$ cat src/hdl/bbc_pkg.sv
/*
 * Shared constants of the backlight brightness control block.
 * Assumes 8-bit registers reached over a two-wire serial bus.
 */
package bbc_pkg;
  localparam int unsigned CLK_HZ = 25_000_000;
  localparam int unsigned MS_PER_S = 1_000;
  localparam int unsigned MS_CYC = CLK_HZ / MS_PER_S;
  localparam int unsigned SAMPLE_DIV = 25;
  localparam int unsigned WIN_LOG2 = 11;
  localparam int unsigned RAMP_STEPS_LOG2 = 8;

  localparam logic [7:0] OFF_CTRL = 8'h02;
  localparam logic [7:0] OFF_RAMP = 8'h03;
  localparam logic [7:0] OFF_BRT_LO = 8'h04;
  localparam logic [7:0] OFF_BRT_HI = 8'h05;
  localparam logic [7:0] OFF_ENABLE = 8'h08;
  localparam logic [7:0] OFF_FBK = 8'h10;

  localparam int unsigned CTRL_PWM_EN = 0;
  localparam int unsigned CTRL_PWM_RAMP = 1;
  localparam int unsigned CTRL_LINEAR = 3;
  localparam int unsigned RAMP_LSB = 3;
  localparam int unsigned ENA_BL = 4;
  localparam int unsigned FBK_LSB = 3;

  localparam logic [7:0] RST_CTRL = 8'h08;
  localparam logic [7:0] RST_RAMP = 8'h00;
  localparam logic [7:0] RST_BRT_LO = 8'h07;
  localparam logic [7:0] RST_BRT_HI = 8'hFF;
  localparam logic [7:0] RST_ENABLE = 8'h00;
  localparam logic [7:0] RST_FBK = 8'h00;
  localparam logic [1:0] FBK_BOOST_OFF = 2'h3;

  typedef enum logic [1:0] {
    BBC_SHUTDOWN = 2'b00,
    BBC_STANDBY  = 2'b01,
    BBC_ACTIVE   = 2'b10
  } bbc_state_t;

  typedef enum logic [2:0] {
    BBC_I_IDLE = 3'b000,
    BBC_I_DEVA = 3'b001,
    BBC_I_REGA = 3'b010,
    BBC_I_WDAT = 3'b011,
    BBC_I_RDAT = 3'b100
  } bbc_i2c_t;

  // Ramp duration per setting, milliseconds
  function automatic int unsigned ramp_ms(input logic [3:0] sel);
    int unsigned tbl [16] = '{0, 1, 2, 4, 8, 16, 32, 64, 128, 250, 500,
                              1000, 2000, 4000, 6000, 8000};
    return tbl[sel];
  endfunction
endpackage

$ cat src/hdl/bbc_i2c_slave.sv
/*
 * Two-wire serial register slave: device address, register pointer,
 * then data bytes with auto increment; reads after a repeated start.
 * Assumes pins are synchronised here and rd_data follows addr at once.
 */
`timescale 1ns/10ps
module bbc_i2c_slave import bbc_pkg::*; #(
  parameter logic [6:0] DEV_ADDR = 7'h2A  // Arbitrary value
) (
  input  wire logic       clk,
  input  wire logic       arst_n,
  input  wire logic       en,
  input  wire logic       scl_pin,
  input  wire logic       sda_pin,
  input  wire logic [7:0] rd_data,
  output logic            sda_oe,
  output logic            wr_stb,
  output logic      [7:0] addr,
  output logic      [7:0] wr_data
);
  logic [2:0] scl_s, sda_s;
  bbc_i2c_t   st_ff, nxt_st;
  logic [3:0] cnt_ff, nxt_cnt;
  logic [7:0] sh_ff, nxt_sh, nxt_addr, nxt_wd;
  logic       nxt_oe, nxt_stb;
  logic       start, stop, rise, fall;

  assign start = scl_s[1] & sda_s[2] & ~sda_s[1];
  assign stop  = scl_s[1] & ~sda_s[2] & sda_s[1];
  assign rise  = scl_s[1] & ~scl_s[2];
  assign fall  = ~scl_s[1] & scl_s[2];

  always_comb begin
    nxt_st  = st_ff;
    nxt_cnt = cnt_ff;
    nxt_sh  = sh_ff;
    nxt_addr = addr;
    nxt_wd  = wr_data;
    nxt_oe  = sda_oe;
    nxt_stb = 1'b0;
    if (!en) begin
      nxt_st  = BBC_I_IDLE;
      nxt_oe  = 1'b0;
      nxt_cnt = 4'h0;
    end else if (start) begin
      nxt_st  = BBC_I_DEVA;
      // The START's own clock fall wraps this to zero before the first bit
      nxt_cnt = 4'hF;
      nxt_oe  = 1'b0;
    end else if (stop) begin
      nxt_st = BBC_I_IDLE;
      nxt_oe = 1'b0;
    end else if (rise && st_ff != BBC_I_IDLE) begin
      if (cnt_ff != 4'h8 && st_ff != BBC_I_RDAT) begin
        nxt_sh = {sh_ff[6:0], sda_s[1]};
      end else if (cnt_ff == 4'h8 && st_ff == BBC_I_RDAT && sda_s[1]) begin
        nxt_st = BBC_I_IDLE;  // Master refused, stop sending
      end
    end else if (fall && st_ff != BBC_I_IDLE) begin
      if (cnt_ff == 4'h7) begin
        nxt_cnt = 4'h8;
        nxt_oe  = 1'b1;
        unique case (st_ff)
          BBC_I_DEVA: begin
            if (sh_ff[7:1] != DEV_ADDR) begin
              nxt_st = BBC_I_IDLE;
              nxt_oe = 1'b0;
            end
          end
          BBC_I_REGA: nxt_addr = sh_ff;
          BBC_I_WDAT: begin
            nxt_stb = 1'b1;
            nxt_wd  = sh_ff;
          end
          BBC_I_RDAT: begin
            nxt_oe   = 1'b0;
            nxt_addr = addr + 8'h01;
          end
          default: nxt_st = BBC_I_IDLE;
        endcase
      end else if (cnt_ff == 4'h8) begin
        nxt_cnt = 4'h0;
        nxt_oe  = 1'b0;
        unique case (st_ff)
          BBC_I_DEVA: begin
            if (sh_ff[0]) begin
              nxt_st = BBC_I_RDAT;
              nxt_sh = rd_data;
              nxt_oe = ~rd_data[7];
            end else begin
              nxt_st = BBC_I_REGA;
            end
          end
          BBC_I_REGA: nxt_st = BBC_I_WDAT;
          BBC_I_WDAT: nxt_addr = addr + 8'h01;
          BBC_I_RDAT: begin
            nxt_sh = rd_data;
            nxt_oe = ~rd_data[7];
          end
          default: nxt_st = BBC_I_IDLE;
        endcase
      end else begin
        nxt_cnt = cnt_ff + 4'h1;
        if (st_ff == BBC_I_RDAT) begin
          nxt_sh = {sh_ff[6:0], 1'b0};
          nxt_oe = ~sh_ff[6];
        end
      end
    end
  end

  always_ff @(posedge clk or negedge arst_n) begin
    if (!arst_n) begin
      scl_s   <= 3'h7;
      sda_s   <= 3'h7;
      st_ff   <= BBC_I_IDLE;
      cnt_ff  <= 4'h0;
      sh_ff   <= 8'h00;
      addr    <= 8'h00;
      wr_data <= 8'h00;
      sda_oe  <= 1'b0;
      wr_stb  <= 1'b0;
    end else begin
      scl_s   <= {scl_s[1:0], scl_pin};
      sda_s   <= {sda_s[1:0], sda_pin};
      st_ff   <= nxt_st;
      cnt_ff  <= nxt_cnt;
      sh_ff   <= nxt_sh;
      addr    <= nxt_addr;
      wr_data <= nxt_wd;
      sda_oe  <= nxt_oe;
      wr_stb  <= nxt_stb;
    end
  end
endmodule

$ cat src/hdl/bbc_pwm_meter.sv
/*
 * Duty meter: counts high samples in a window of 2**WIN_LOG2 ticks.
 * Assumes pwm_s is already synchronised and tick is a one-cycle pulse.
 */
`timescale 1ns/10ps
module bbc_pwm_meter import bbc_pkg::*; #(
  parameter int unsigned WIN = WIN_LOG2
) (
  input  wire logic         clk,
  input  wire logic         arst_n,
  input  wire logic         en,
  input  wire logic         tick,
  input  wire logic         pwm_s,
  output logic      [WIN:0] duty
);
  logic [WIN-1:0] win_ff, nxt_win;
  logic [WIN:0]   hi_ff, nxt_hi, nxt_duty;

  always_comb begin
    nxt_win  = win_ff;
    nxt_hi   = hi_ff;
    nxt_duty = duty;
    if (!en) begin
      nxt_win  = '0;
      nxt_hi   = '0;
      nxt_duty = '0;
    end else if (tick) begin
      nxt_win = win_ff + 1'b1;
      nxt_hi  = hi_ff + {{WIN{1'b0}}, pwm_s};
      if (&win_ff) begin
        // Full window closes: publish, restart count
        nxt_duty = hi_ff + {{WIN{1'b0}}, pwm_s};
        nxt_hi   = '0;
      end
    end
  end

  always_ff @(posedge clk or negedge arst_n) begin
    if (!arst_n) begin
      win_ff <= '0;
      hi_ff  <= '0;
      duty   <= '0;
    end else begin
      win_ff <= nxt_win;
      hi_ff  <= nxt_hi;
      duty   <= nxt_duty;
    end
  end
endmodule

$ cat src/hdl/bbc_top.sv
/*
 * Brightness control of a two-string backlight: registers over the
 * serial bus, operating state, PWM duty scaling, ramper, sink controls.
 * Assumes MASTER_ENABLE_PIN, PWM_PIN, SCL and SDA are asynchronous pins;
 * the analog sinks take an 11-bit code plus a linear/exponential select.
 */
`timescale 1ns/10ps
// Contract
// - Each of the two current sinks has its own enable bit.
// - Reset: backlight off, sinks off, PWM off, linear, full code.
// - Master enable low holds registers at defaults and bus silent.
// - Master enable high, backlight bit clear: standby, registers kept, writable.
// - Zero code or no sink enabled keeps standby, boost and sinks off.
// - With PWM enabled, zero measured duty keeps standby.
// - Non-zero duty multiplies register code into an 11-bit value.
// - Both feedback-off bits set: boost off, sinks still on.
// - Mapping bit zero is exponential, one is linear.
// - Linear: current is offset plus step times code; zero gives none.
// - Exponential: base times ratio to the code; zero gives none.
// - Code is three low bits joined under eight high bits.
// - Code applied only on high byte write; host writes low first.
// - PWM disabled: pin ignored, register code ramped between set-points.
// - Ramp time setting spans zero to eight seconds.
// - Same ramp duration up or down, whatever the size of change.
// - PWM ramp bit zero scales after ramper, one ramps the product.
// - Master enable pin is active high.
module bbc_top import bbc_pkg::*; #(
  parameter logic [6:0]  DEV_ADDR = 7'h2A,  // Arbitrary value
  parameter int unsigned MS_CYCLES = MS_CYC,
  parameter int unsigned SAMPLE_CYCLES = SAMPLE_DIV
) (
  input  wire logic        CLK,
  input  wire logic        ARST_N,
  input  wire logic        MASTER_ENABLE_PIN,
  input  wire logic        PWM_PIN,
  input  wire logic        SCL,
  input  wire logic        SDA_I,
  output logic             SDA_O,
  output logic             SDA_OE,
  output logic       [1:0] STATE,
  output logic             BOOST_EN,
  output logic       [1:0] SINK_EN,
  output logic      [10:0] BRIGHTNESS_CODE,
  output logic             MAP_LINEAR
);
  localparam int unsigned CW = 11;

  logic [1:0]    master_enable_pin_s, pwm_p;
  logic          master_enable_pin;
  logic [7:0]    ctrl_ff, nxt_ctrl, ramp_ff, nxt_ramp;
  logic [7:0]    lo_ff, nxt_lo, hi_ff, nxt_hi;
  logic [7:0]    ena_ff, nxt_ena, fbk_ff, nxt_fbk;
  logic [CW-1:0] code_ff, nxt_code;
  logic          wr_stb;
  logic [7:0]    bus_addr, wr_data;
  logic [7:0]    rd_data;
  logic          sda_oe;
  logic [7:0]    smp_ff, nxt_smp;
  logic          tick_ff, nxt_tick;
  logic [WIN_LOG2:0] duty;
  logic          pwm_en, pwm_ramp;

  // Ramper state
  logic [CW-1:0] tgt_ff, nxt_tgt, start_ff, nxt_start, cur_ff, nxt_cur;
  logic [RAMP_STEPS_LOG2:0] k_ff, nxt_k;
  logic [31:0]   stp_ff, nxt_stp, step_cyc;
  logic [CW-1:0] target, ramp_pos, sink_code;
  logic signed [CW+1:0] diff;
  logic signed [CW+RAMP_STEPS_LOG2+2:0] prod_diff;

  // Output registers
  bbc_state_t    st_ff, nxt_st;
  logic          boost_ff, nxt_boost;
  logic [1:0]    sink_ff, nxt_sink;
  logic [CW-1:0] out_ff, nxt_out;
  logic          lin_ff, nxt_lin;

  assign master_enable_pin     = master_enable_pin_s[1];
  assign pwm_en   = ctrl_ff[CTRL_PWM_EN];
  assign pwm_ramp = ctrl_ff[CTRL_PWM_RAMP];

  // Open drain: only ever pulls low
  assign SDA_O = 1'b0;
  assign SDA_OE = sda_oe;

  bbc_i2c_slave #(
    .DEV_ADDR (DEV_ADDR)
  ) u_bus (
    .clk     (CLK),
    .arst_n  (ARST_N),
    .en      (master_enable_pin),
    .scl_pin (SCL),
    .sda_pin (SDA_I),
    .rd_data (rd_data),
    .sda_oe  (sda_oe),
    .wr_stb  (wr_stb),
    .addr    (bus_addr),
    .wr_data (wr_data)
  );

  bbc_pwm_meter #(
    .WIN (WIN_LOG2)
  ) u_meter (
    .clk    (CLK),
    .arst_n (ARST_N),
    .en     (master_enable_pin & pwm_en),
    .tick   (tick_ff),
    .pwm_s  (pwm_p[1]),
    .duty   (duty)
  );

  // Duty times code, truncated; full window gives the code itself
  function automatic logic [CW-1:0] scale(input logic [CW-1:0] c,
                                          input logic [WIN_LOG2:0] d);
    logic [CW+WIN_LOG2:0] p;
    p = c * d;
    return p[CW+WIN_LOG2-1:WIN_LOG2];
  endfunction

  // Register file
  always_comb begin
    nxt_ctrl = ctrl_ff;
    nxt_ramp = ramp_ff;
    nxt_lo   = lo_ff;
    nxt_hi   = hi_ff;
    nxt_ena  = ena_ff;
    nxt_fbk  = fbk_ff;
    nxt_code = code_ff;
    if (!master_enable_pin) begin
      nxt_ctrl = RST_CTRL;
      nxt_ramp = RST_RAMP;
      nxt_lo   = RST_BRT_LO;
      nxt_hi   = RST_BRT_HI;
      nxt_ena  = RST_ENABLE;
      nxt_fbk  = RST_FBK;
      nxt_code = {RST_BRT_HI, RST_BRT_LO[2:0]};
    end else if (wr_stb) begin
      // Writes accepted in standby as well as active
      unique case (bus_addr)
        OFF_CTRL:   nxt_ctrl = wr_data;
        OFF_RAMP:   nxt_ramp = wr_data;
        OFF_BRT_LO: nxt_lo = wr_data;
        OFF_BRT_HI: begin
          nxt_hi   = wr_data;
          nxt_code = {wr_data, lo_ff[2:0]};
        end
        OFF_ENABLE: nxt_ena = wr_data;
        OFF_FBK:    nxt_fbk = wr_data;
        default:    nxt_code = code_ff;
      endcase
    end
  end

  always_comb begin
    unique case (bus_addr)
      OFF_CTRL:   rd_data = ctrl_ff;
      OFF_RAMP:   rd_data = ramp_ff;
      OFF_BRT_LO: rd_data = lo_ff;
      OFF_BRT_HI: rd_data = hi_ff;
      OFF_ENABLE: rd_data = ena_ff;
      OFF_FBK:    rd_data = fbk_ff;
      default:    rd_data = 8'h00;
    endcase
  end

  // Sample tick divider
  always_comb begin
    nxt_smp  = smp_ff + 8'h01;
    nxt_tick = 1'b0;
    if (smp_ff >= 8'(SAMPLE_CYCLES - 1)) begin
      nxt_smp  = 8'h00;
      nxt_tick = 1'b1;
    end
  end

  // Ramper: 2**RAMP_STEPS_LOG2 equal steps, duration set by the step
  // interval alone, so the size of the change does not matter
  assign step_cyc = (ramp_ms(ramp_ff[RAMP_LSB+3:RAMP_LSB]) * MS_CYCLES)
                    >> RAMP_STEPS_LOG2;
  assign target = (pwm_en && pwm_ramp) ? scale(code_ff, duty)
                                       : code_ff;
  assign diff = $signed({2'b00, tgt_ff}) - $signed({2'b00, start_ff});
  assign prod_diff = diff * $signed({1'b0, k_ff});
  assign ramp_pos = CW'($signed({2'b00, start_ff})
                        + (prod_diff >>> RAMP_STEPS_LOG2));

  always_comb begin
    nxt_tgt   = tgt_ff;
    nxt_start = start_ff;
    nxt_cur   = cur_ff;
    nxt_k     = k_ff;
    nxt_stp   = stp_ff;
    if (!master_enable_pin) begin
      nxt_tgt   = '0;
      nxt_start = '0;
      nxt_cur   = '0;
      nxt_k     = '0;
      nxt_stp   = '0;
    end else if (target != tgt_ff) begin
      // New set-point restarts from where the output stands
      nxt_tgt   = target;
      nxt_start = cur_ff;
      nxt_k     = '0;
      nxt_stp   = '0;
    end else if (k_ff[RAMP_STEPS_LOG2] || step_cyc == 32'h0000_0000) begin
      nxt_cur = tgt_ff;
      nxt_k   = {1'b1, {RAMP_STEPS_LOG2{1'b0}}};
    end else if (stp_ff + 32'h0000_0001 >= step_cyc) begin
      nxt_stp = '0;
      nxt_k   = k_ff + 1'b1;
      nxt_cur = ramp_pos;
    end else begin
      nxt_stp = stp_ff + 32'h0000_0001;
    end
  end

  assign sink_code = (pwm_en && !pwm_ramp) ? scale(cur_ff, duty)
                                           : cur_ff;

  // Operating state and sink controls
  always_comb begin
    nxt_st    = BBC_STANDBY;
    nxt_boost = 1'b0;
    nxt_sink  = 2'b00;
    nxt_out   = '0;
    nxt_lin   = ctrl_ff[CTRL_LINEAR];
    if (!master_enable_pin) begin
      nxt_st = BBC_SHUTDOWN;
    end else if (!ena_ff[ENA_BL]) begin
      nxt_st = BBC_STANDBY;
    end else if (code_ff == '0 || ena_ff[1:0] == 2'b00) begin
      nxt_st = BBC_STANDBY;
    end else if (pwm_en && duty == '0) begin
      nxt_st = BBC_STANDBY;
    end else begin
      nxt_st    = BBC_ACTIVE;
      nxt_sink  = ena_ff[1:0];
      nxt_boost = fbk_ff[FBK_LSB+1:FBK_LSB] != FBK_BOOST_OFF;
      // Code zero means no sink current in either mapping
      nxt_out   = sink_code;
    end
  end

  always_ff @(posedge CLK or negedge ARST_N) begin
    if (!ARST_N) begin
      master_enable_pin_s   <= 2'b00;
      pwm_p    <= 2'b00;
      ctrl_ff  <= RST_CTRL;
      ramp_ff  <= RST_RAMP;
      lo_ff    <= RST_BRT_LO;
      hi_ff    <= RST_BRT_HI;
      ena_ff   <= RST_ENABLE;
      fbk_ff   <= RST_FBK;
      code_ff  <= {RST_BRT_HI, RST_BRT_LO[2:0]};
      smp_ff   <= 8'h00;
      tick_ff  <= 1'b0;
      tgt_ff   <= '0;
      start_ff <= '0;
      cur_ff   <= '0;
      k_ff     <= '0;
      stp_ff   <= '0;
      st_ff    <= BBC_SHUTDOWN;
      boost_ff <= 1'b0;
      sink_ff  <= 2'b00;
      out_ff   <= '0;
      lin_ff   <= 1'b1;
    end else begin
      master_enable_pin_s   <= {master_enable_pin_s[0], MASTER_ENABLE_PIN};
      pwm_p    <= {pwm_p[0], PWM_PIN};
      ctrl_ff  <= nxt_ctrl;
      ramp_ff  <= nxt_ramp;
      lo_ff    <= nxt_lo;
      hi_ff    <= nxt_hi;
      ena_ff   <= nxt_ena;
      fbk_ff   <= nxt_fbk;
      code_ff  <= nxt_code;
      smp_ff   <= nxt_smp;
      tick_ff  <= nxt_tick;
      tgt_ff   <= nxt_tgt;
      start_ff <= nxt_start;
      cur_ff   <= nxt_cur;
      k_ff     <= nxt_k;
      stp_ff   <= nxt_stp;
      st_ff    <= nxt_st;
      boost_ff <= nxt_boost;
      sink_ff  <= nxt_sink;
      out_ff   <= nxt_out;
      lin_ff   <= nxt_lin;
    end
  end

  assign STATE           = st_ff;
  assign BOOST_EN        = boost_ff;
  assign SINK_EN         = sink_ff;
  assign BRIGHTNESS_CODE = out_ff;
  assign MAP_LINEAR      = lin_ff;
endmodule

$ cat config.mk
export PLATFORM = sky130hd
export DESIGN_NAME = bbc_top
export DESIGN_NICKNAME = d
export VERILOG_FILES = /design/src/hdl/bbc_pkg.sv /design/src/hdl/bbc_i2c_slave.sv /design/src/hdl/bbc_pwm_meter.sv /design/src/hdl/bbc_top.sv
export SDC_FILE = /design/constraint.sdc
export NUM_CORES = 1
export LEC_CHECK = 0
export BUFFER_PORTS_ARGS = -buffer_cell sky130_fd_sc_hd__clkbuf_2
export CORE_MARGIN = 2
export CORE_UTILIZATION = 45
export DETAILED_ROUTE_END_ITERATION = 10
export GPL_TIMING_DRIVEN = 0
export PLACE_DENSITY_LB_ADDON = 0.15
export SLEW_MARGIN = 10
export SYNTH_ARGS = -nofsm -noshare
export SYNTH_HDL_FRONTEND = slang
export SYNTH_HIERARCHICAL = 1
export SYNTH_SLANG_ARGS = --single-unit
$ cat constraint.sdc
create_clock -name CLK -period 26.3 [get_ports CLK]
set_input_delay 5.26 -clock CLK [delete_from_list [all_inputs] [get_ports CLK]]
set_output_delay 5.26 -clock CLK [all_outputs]
set_load 0.01 [all_outputs]
Yosys cells after proc, flatten, opt, wreduce, memory -nomap -nowiden

Memories as Yosys holds them, arrays and structs flattened.
Cells that the tools add are included.

$lt $le $gt $ge: 3
Muxes and demuxes: 119
Multiply operators: 4
Bitwise gates (word level): 17
Eq/ne operators: 48
Add/sub/neg operators: 9
Reductions and logical operators: 39

Operators by type and width:

| cell                   | count |
|---|---|
| $mux 8                 | 29 |
| $mux 11                | 19 |
| $mux 32                | 6 |
| $mux 12                | 6 |
| $pmux 8 s6             | 1 |
| $mul 11x12->22         | 2 |
| $mux 9                 | 4 |
| $mux 3                 | 11 |
| $add 32x1->32 const B  | 1 |
| $ge 32x24->1           | 1 |
| $logic_not 32->1       | 1 |
| $mul 32x12->29 const B | 1 |
| $pmux 8 s2             | 2 |
| $mux 4                 | 7 |
| $mux 1                 | 22 |
| $mul 12x10->19         | 1 |
| $ne 2x1->1 const B     | 9 |
| $add 8x1->8 const B    | 2 |
| $eq 8x2->1 const B     | 2 |
| $eq 8x3->1 const B     | 2 |
| $mux 2                 | 8 |
| $reduce_and 2->1       | 8 |
| $reduce_and 8->1       | 2 |
| $reduce_and 7->1       | 2 |
| other kinds (49)       | 90 |

Register bits: 237
Input bits: 6
ROM bits: 512
Memories kept: 1
Word-level logic and storage cells: 274

Memory list:

| name            | depth | width | rd ports | clocked after memory_dff | write ports | RTL line      | RTL |
|---|---|---|---|---|---|---|---|
| (no name shown) | 16    | 32    | 1        | 0                        | 0           | bbc_pkg.sv:53 | `return tbl[sel];` |

Depth between registers and ports, before layout

Gate-level depths: netlist of run 1.

Word-level depth: 12
Depth in mapped cells: 38

Modules after synthesis

Netlist of run 1, hierarchy kept.

Modules (own cells, without submodules):

| module        | area each (um2) | seq. area each (um2) | instances | cells an instance |
|---|---|---|---|---|
| bbc_top       | 23,367.4        | 3,898.7              | 1         | 2,680 |
| bbc_i2c_slave | 2,252.2         | 983.4                | 1         | 234 |
| bbc_pwm_meter | 1,898.1         | 875.8                | 1         | 193 |

Worst setup path after synthesis of run 1

OpenSTA, ideal clock, no wires.

Path type: flip-flop to flip-flop
Start point: reg start_ff[1]
End point: reg cur_ff[10]
Cell stages (with the launch flop): 38
Arrival: 8.409 ns
Slack: 17.771 ns
Library setup time: 0.120 ns
Path buffers: 0
Path through: dfrtp_1 > inv_1 > ha_1 > nor2b_1 > o21ai_0 > a21oi_1 > o41a_1 > nand4_1 > nand3_1 > nor2_1 > xnor2_1 > nand2_1 > fa_1 > inv_1 > fa_1 > fa_1 > fa_1 > inv_1 > [... 2 more ...] > ha_1 > a21o_1 > a21oi_1 > nand2_1 > or2_2 > and4_1 > a2111oi_0 > o21bai_1 > a21o_1 > xor2_1 > ha_1 > a21o_1 > a31oi_1 > xnor2_1 > xnor2_1 > xnor2_1 > xnor2_1 > a41o_1

Word-level cells in the longest chain between the ends: 7

RTL lines:

| item                     | RTL line       | RTL |
|---|---|---|
| start: declaration       | bbc_top.sv:64  | `logic [CW-1:0] tgt_ff, nxt_tgt, start_ff, nxt_start, cur_ff, nxt_cur;` |
| start signal: assignment | bbc_top.sv:280 | `start_ff <= nxt_start;` |
| $sub 11x11->12           | bbc_top.sv:182 | `assign diff = $signed({2'b00, tgt_ff}) - $signed({2'b00, start_ff});` |
| $mul 12x10->19           | bbc_top.sv:183 | `assign prod_diff = diff * $signed({1'b0, k_ff});` |
| $add 11x11->11 (*)       | bbc_top.sv:185 | `+ (prod_diff >>> RAMP_STEPS_LOG2));` |
| $mux 11 (*)              | bbc_top.sv:208 | `end else if (stp_ff + 32'h0000_0001 >= step_cyc) begin` |
| $mux 11 (*)              | bbc_top.sv:205 | `end else if (k_ff[RAMP_STEPS_LOG2] \|\| step_cyc == 32'h0000_0000) begin` |
| $mux 11 (*)              | bbc_top.sv:199 | `end else if (target != tgt_ff) begin` |
| $mux 11 (*)              | bbc_top.sv:193 | `if (!master_enable_pin) begin` |
| end signal: assignment   | bbc_top.sv:281 | `cur_ff <= nxt_cur;` |
| end: declaration         | bbc_top.sv:64  |  |

Mark *: on every way between the ends. The rest lies on a longest branch, timed or not. The select of a mux whose other input is x is not followed.
A chain may end at the register's enable or synchronous reset.

Final worst setup path of run 1

Start point: reg tgt_ff[0]
End point: reg cur_ff[10]

Word-level cells in the longest chain between the ends: 7

RTL lines:

| item                     | RTL line       | RTL |
|---|---|---|
| start: declaration       | bbc_top.sv:64  |  |
| start signal: assignment | bbc_top.sv:279 | `tgt_ff <= nxt_tgt;` |
| $sub 11x11->12           | bbc_top.sv:182 |  |
| $mul 12x10->19           | bbc_top.sv:183 |  |
| $add 11x11->11           | bbc_top.sv:185 |  |
| $mux 11                  | bbc_top.sv:208 |  |
| $mux 11                  | bbc_top.sv:205 |  |
| $mux 11                  | bbc_top.sv:199 |  |
| $mux 11                  | bbc_top.sv:193 |  |

Several ways; a longest one is shown, not always the timed one. The select of a mux whose other input is x is not followed.

==> impl_metrics.yaml, run 1 <==
setup_path:
  critical_path_arrival_ps: 10590
  startpoint_type: "flop"
  worst_path_max_delay_cell: "xnor2_1"
  critPathMaxFanout: 9
  crit_type: "reg2reg"
  crit_required_ps: 26780
  slowest_delay_ps: 920
  endpoint_kind: "flop"
synth:
  synth_seq_cells: 229
  synth_top_area_frac: 0.211
  synth-compound-area-share: 0.0977
  async_reset_ff_frac: 1.00
  yosys.area_share.simple: 0.197
  synth_xor_area_frac: 0.0494
  yosys-top-cells-area: "fa_1 21%, dfrtp_1 19%, ha_1 14%"
  synth_flop_cell: "dfrtp_1"
  yosys.area.top_type: "fa_1"
  syn_area_per_cell_um2: 8.86
  synth-edff-count: 0
  ys_warn_count: 6
  synth_fa_ha_area_frac: 0.346
  ys_types: 100
  ys_seq_area_frac: 0.209
  synth_top_family_by_area: "adder cells"
  syn_inst: 3107
  synth_mux_area_frac: 0.0215
  syn_area_mm2: 0.0275
placement:
  dp_cells: 3919
  port-buffer-count: 23
  dp_hpwl_um: 57500
  place_ws_ps: 16240
  gp_congestion: 0.877
  placed_area_mm2: 0.0287
floorplan:
  die_w_um: 251
  die_area_mm2: 0.0631
  start_util: 0.456
  rows: 90
  die_y_um: 251
  io_pins: 25
  core_area_mm2: 0.0604
timing:
  worst_slew_pin_slew_ps: 1180
  drv_slew: 0
  fin_ws_ps: 16180
  fin_crit_ps: 10120
  setup_tns_ps: 0
  fmax_ghz: 0.0989
  fin_skew_ps: 18.2
  rsz0062_at_grt: "false"
  slew_headroom: 0.205
  setup_viol: 0
  finalHoldViolations: 0
  holdWs_ps: 347
  period_share: 0.385
clock_network:
  clk_pin_slew_ps: 60
  h-tree-depth: 1
  cts_buffer_depth: 3
  root_buffer: "clkbuf_16"
  tritoncts: "built"
  cts_setup_buffers: 0
  cts_buffers: 29
  hold_buffers: 0
  clk_latency_ps: 600
  cts.sinks: 229
  cts_resized: 0
drt:
  drt-wirelength-per-cell_um: 18.2
  drt-initial-drc-count: 1284
  firstDrtPassIters: 5
  antenna_left: 0
  route.vias.total: 21800
  via_per_inst: 5.50
  route.detailed.drc: 0
  finalWirelength_um: 72200
global_route:
  grt_pass1_wl_um: 119000
  grt_pass1_vias: 22400
  track_usage: 0.234
  grt_max_degree: 102
  antenna_found_initial: 0
  grt_overflow_total: 0
final_layout:
  mostFrequentLayoutCells: "445 x nand2_1, 434 x inv_1, 297 x ha_1"
  final_common_cell: "nand2_1"
  final_cell_area_mm2: 0.0297
  fin_cells: 3974
  layout-area-overhead-vs-synth_pct: 7.95
  drive_above_1_share: 0.0536
  nets: 3761
power:
  p_per_area_mw_per_mm2: 27.1
  vdd_drop_max_uv: 52.4
  p_leak_uw: 0.0149
flow_run:
  max_cap_violations: 0
worst_hold_path:
  min_path_type: "reg2reg"
outcome:
  status: "finished, final reports clean"
report_power, final:
| group | leakage [µW] | internal, µW | switching (µW) | total [µW] |
|---|---|---|---|---|
| sequential | 0.00307 | 355 | 3.83 | 359 |
| clock | 0.000474 | 241 | 166 | 408 |
| combinational | 0.0114 | 9.98 | 26.6 | 36.6 |
final timing paths:
check	cells past startpoint	slack (ps)	endpoint	from
setup / recovery	34	16180	cur_ff[10]	tgt_ff[0]
hold / removal	0	350	pwm_p[1]	pwm_p[0]
setup reg to reg	34	16180	cur_ff[10]	tgt_ff[0]
hold reg to reg	0	350	pwm_p[1]	pwm_p[0]
max in group asynchronous	2	20730	u_bus/scl_s[2]	ARST_N
min in group asynchronous	1	4640	BRIGHTNESS_CODE[3]	ARST_N
cell families (layout without fill, tap and decap cells):
| logic type | Yosys count | in the layout |
|---|---|---|
| flip-flops | 229 | 229 |
| adder cells (fa/ha/maj) | 587 | 587 |
| XOR/XNOR | 151 | 151 |
| multiplexers | 57 | 57 |
| other | 1 | 5 |
| AND/OR/NAND/NOR | 1093 | 1093 |
| AO/OA/AOI/OAI | 421 | 421 |
| buffers and inverters | 568 | 649 |
area by class of cell:
class,instances,area [µm²]
Tap cell,782,978
Timing Repair Buffer,27,191
Clock buffer,41,832
Antenna cell,1,2.50
Buffer,133,551
Inverter,435,1630
Sequential cell,229,5760
Fill cell,5780,30700
Multi-Input combinational cell,2313,19600
Clock inverter,13,149
synthesized netlist by cell type (all sizes together), types with 40 or more instances:
master,instances
nor3,42
a21oi,148
clkbuf,113
o21ai,89
nand2,446
and2,162
nor2,140
xnor2,97
fa,290
inv,434
nand3,97
mux2i,40
ha,297
dfrtp,207
xor2,52
flip-flops by register name, summed over array words and instances, names as in the netlist, 9 cells and up:
register	count
stp_ff	32
BRIGHTNESS_CODE	11
cur_ff	11
u_meter/hi_ff	12
tgt_ff	11
u_meter/duty	12
u_meter/win_ff	11
start_ff	11
k_ff	9
metal layers:
layer	global-route usage	part of all wire	up-vias
met2	0.391	0.47	533
met5	0	0	-
li1	-	-	10300
met4	0.0595	0.023	0
met3	0.0282	0.053	102
met1	0.325	0.45	10900
through the flow:
step                utilization  power [µW]
floorplan                     -         383
finish                    0.492         804
detailed placement        0.476         402
global route              0.492         835
global placement          0.474         401
CTS                       0.492         817
worst max-delay path: cells and delay by family (launching register included):
kind	cells	cell delay [ps]
compound gates	10	3090
xor+xnor	6	1800
fa+ha+maj	9	3340
buf+inv	5	320
flops	1	590
simple gates	4	860
Power figures use the tool's default switching activity.
==> run 2: changes to the inputs <==
- clock period: 26.3 -> 9.2 ns (I/O delays scaled with it)
==> run 2 against run 1 <==
Net effect: count of clock-buffer cells in the layout unchanged; total power grew to 2.9 times the previous value; combinational power rose to 3.4 times the previous value; setup slack worse by 16000 ps; non-clock buffer count is 10 higher; clock skew up 0.54 ps; cell area grew 1.1%; die area stayed put; flip-flop and latch count unchanged; register-to-register slack worse by 16000 ps; highest routed layer unchanged.
==> impl_metrics.yaml, run 2 (synthesis gave the netlist of run 1 again) <==
setup_path:
  worst-path-buf-inv: 5
  critical_path_arrival_ps: 9200
  crit_type: "reg2reg"
  crit_required_ps: 9680
  critPathMaxFanout: 5
  slowest_delay_ps: 550
  startpoint_type: "flop"
  endpoint_kind: "flop"
  crit_family: "adder cells"
  worst_path_max_delay_cell: "fa_1"
worst_hold_path:
  min_path_type: "reg2reg"
global_route:
  grt_overflow_total: 0
  track_usage: 0.235
  grt_pass1_wl_um: 120000
  antenna_found_initial: 0
  grt_pass1_vias: 22500
  grt_max_degree: 102
floorplan:
  start_util: 0.456
  die_w_um: 251
  die_area_mm2: 0.0631
  die_y_um: 251
  rows: 90
  core_area_mm2: 0.0604
  io_pins: 25
placement:
  dp_hpwl_um: 57500
  gp_congestion: 0.877
  placed_area_mm2: 0.0287
  port-buffer-count: 23
final_layout:
  final_cell_area_mm2: 0.0300
  reg_top3: "stp_ff (32), u_meter/duty (12), u_meter/hi_ff (12)"
  largest_reg_flops: 32
  nets: 3771
  mostFrequentLayoutCells: "443 x nand2_1, 433 x inv_1, 295 x ha_1"
  drive_above_1_share: 0.0656
  final_common_cell: "nand2_1"
  largest_register: "stp_ff"
  diodes: 0
  layout-area-overhead-vs-synth_pct: 9.09
clock_network:
  h-tree-depth: 1
  tritoncts: "built"
  cts_buffers: 29
  clk_pin_slew_ps: 60
  root_buffer: "clkbuf_16"
  cts_buffer_depth: 3
  clk_latency_ps: 600
  cts.sinks: 229
  hold_buffers: 0
drt:
  wl_met3_um: 3830
  route.vias.total: 21800
  routed.top_layer: "met4"
  firstDrtPassIters: 5
  antenna_left: 0
  route.detailed.drc: 0
  drt-met1-wl_um: 32500
  drt-wirelength-per-cell_um: 18.2
  via_per_inst: 5.48
  drt-initial-drc-count: 1178
  dr_wl_met2_um: 34500
  finalWirelength_um: 72500
timing:
  finalHoldViolations: 0
  fin_skew_ps: 18.7
  period_share: 0.948
  fin_crit_ps: 8720
  fmax_ghz: 0.115
  worst_slew_pin_slew_ps: 1170
  setup_viol: 0
  slew_headroom: 0.217
  rsz0062_at_grt: "false"
  drv_slew: 0
power:
  power_uw: 2320
  p_per_area_mw_per_mm2: 77.1
  vdd_drop_max_uv: 150
  p_leak_uw: 0.0150
flow_run:
  max_cap_violations: 0
outcome:
  status: "finished, final reports clean"
-- run 2: cell types whose count changed in the layout (fill, tap and decap cells not counted), sizes merged --
cell | before | now
buf | 24 | 34
diode | 1 | 0
-- run 2: worst reg2reg max path, delay by kind of cell, from the launching register on --
family / cells / cell delay, ps
flip-flops: 1 / 470
buffers and inverters: 5 / 330
XOR/XNOR: 5 / 790
AND/OR/NAND/NOR: 10 / 1850
AO/OA/AOI/OAI: 8 / 1510
adder cells (fa/ha/maj): 9 / 3690
-- run 2: metrics by stage --
stage	hold slack [ps]	setup slack [ps]	util	instances	setup TNS (ps)
6_report	347	476	0.497	3983	0
3_5_place_dp	340	-857	0.476	3919	-857
2_1_floorplan	331	671	-	3110	0
3_3_place_gp	332	-571	0.474	3915	-571
5_1_grt	362	3.86	0.497	3983	0
4_1_cts	354	12.2	0.494	3973	0
-- run 2: where the power goes --
| group | switching [µW] | total, µW | internal [µW] | leakage, µW |
|---|---|---|---|---|
| sequential | 10.6 | 1030 | 1020 | 0.00307 |
| combinational | 83.1 | 123 | 39.9 | 0.0115 |
| clock | 475 | 1170 | 690 | 0.000474 |
-- run 2: repair_timing --
item | 4_1_cts | 5_1_grt
pin swaps | 0 | 15
hold endpoints to repair | 0 | 0
buffers inserted | 0 | 10
setup endpoints to repair | 1 | 1
gates resized for setup | 18 | 26
-- run 2: path summary, 6_finish.rpt --
| kind | startpoint | to | slack (ps) | cells after the start |
|---|---|---|---|---|
| setup / recovery | tgt_ff[0] | cur_ff[10] | 480 | 37 |
| hold / removal | pwm_p[0] | pwm_p[1] | 350 | 0 |
| setup reg to reg | tgt_ff[0] | cur_ff[10] | 480 | 37 |
| hold reg to reg | pwm_p[0] | pwm_p[1] | 350 | 0 |
| max in group asynchronous | ARST_N | u_bus/scl_s[2] | 7050 | 2 |
| min in group asynchronous | ARST_N | BRIGHTNESS_CODE[3] | 1220 | 1 |
-- run 2: per-layer routing --
| layer | up-vias | global-route usage |
|---|---|---|
| met5 | - | 0 |
| met4 | 0 | 0.0587 |
| met3 | 108 | 0.0285 |
| met2 | 523 | 0.392 |
| met1 | 10900 | 0.325 |
| li1 | 10300 | - |
-- run 2: cell type report --
cell class                 count  area [µm²]
tap                          782         978
clock inverter                13         149
multi-input combinational   2313       19900
timing repair buffer          37         267
buffer                       133         551
sequential                   229        5760
clock buffer                  41         832
fill                        5764       30300
inverter                     435        1630
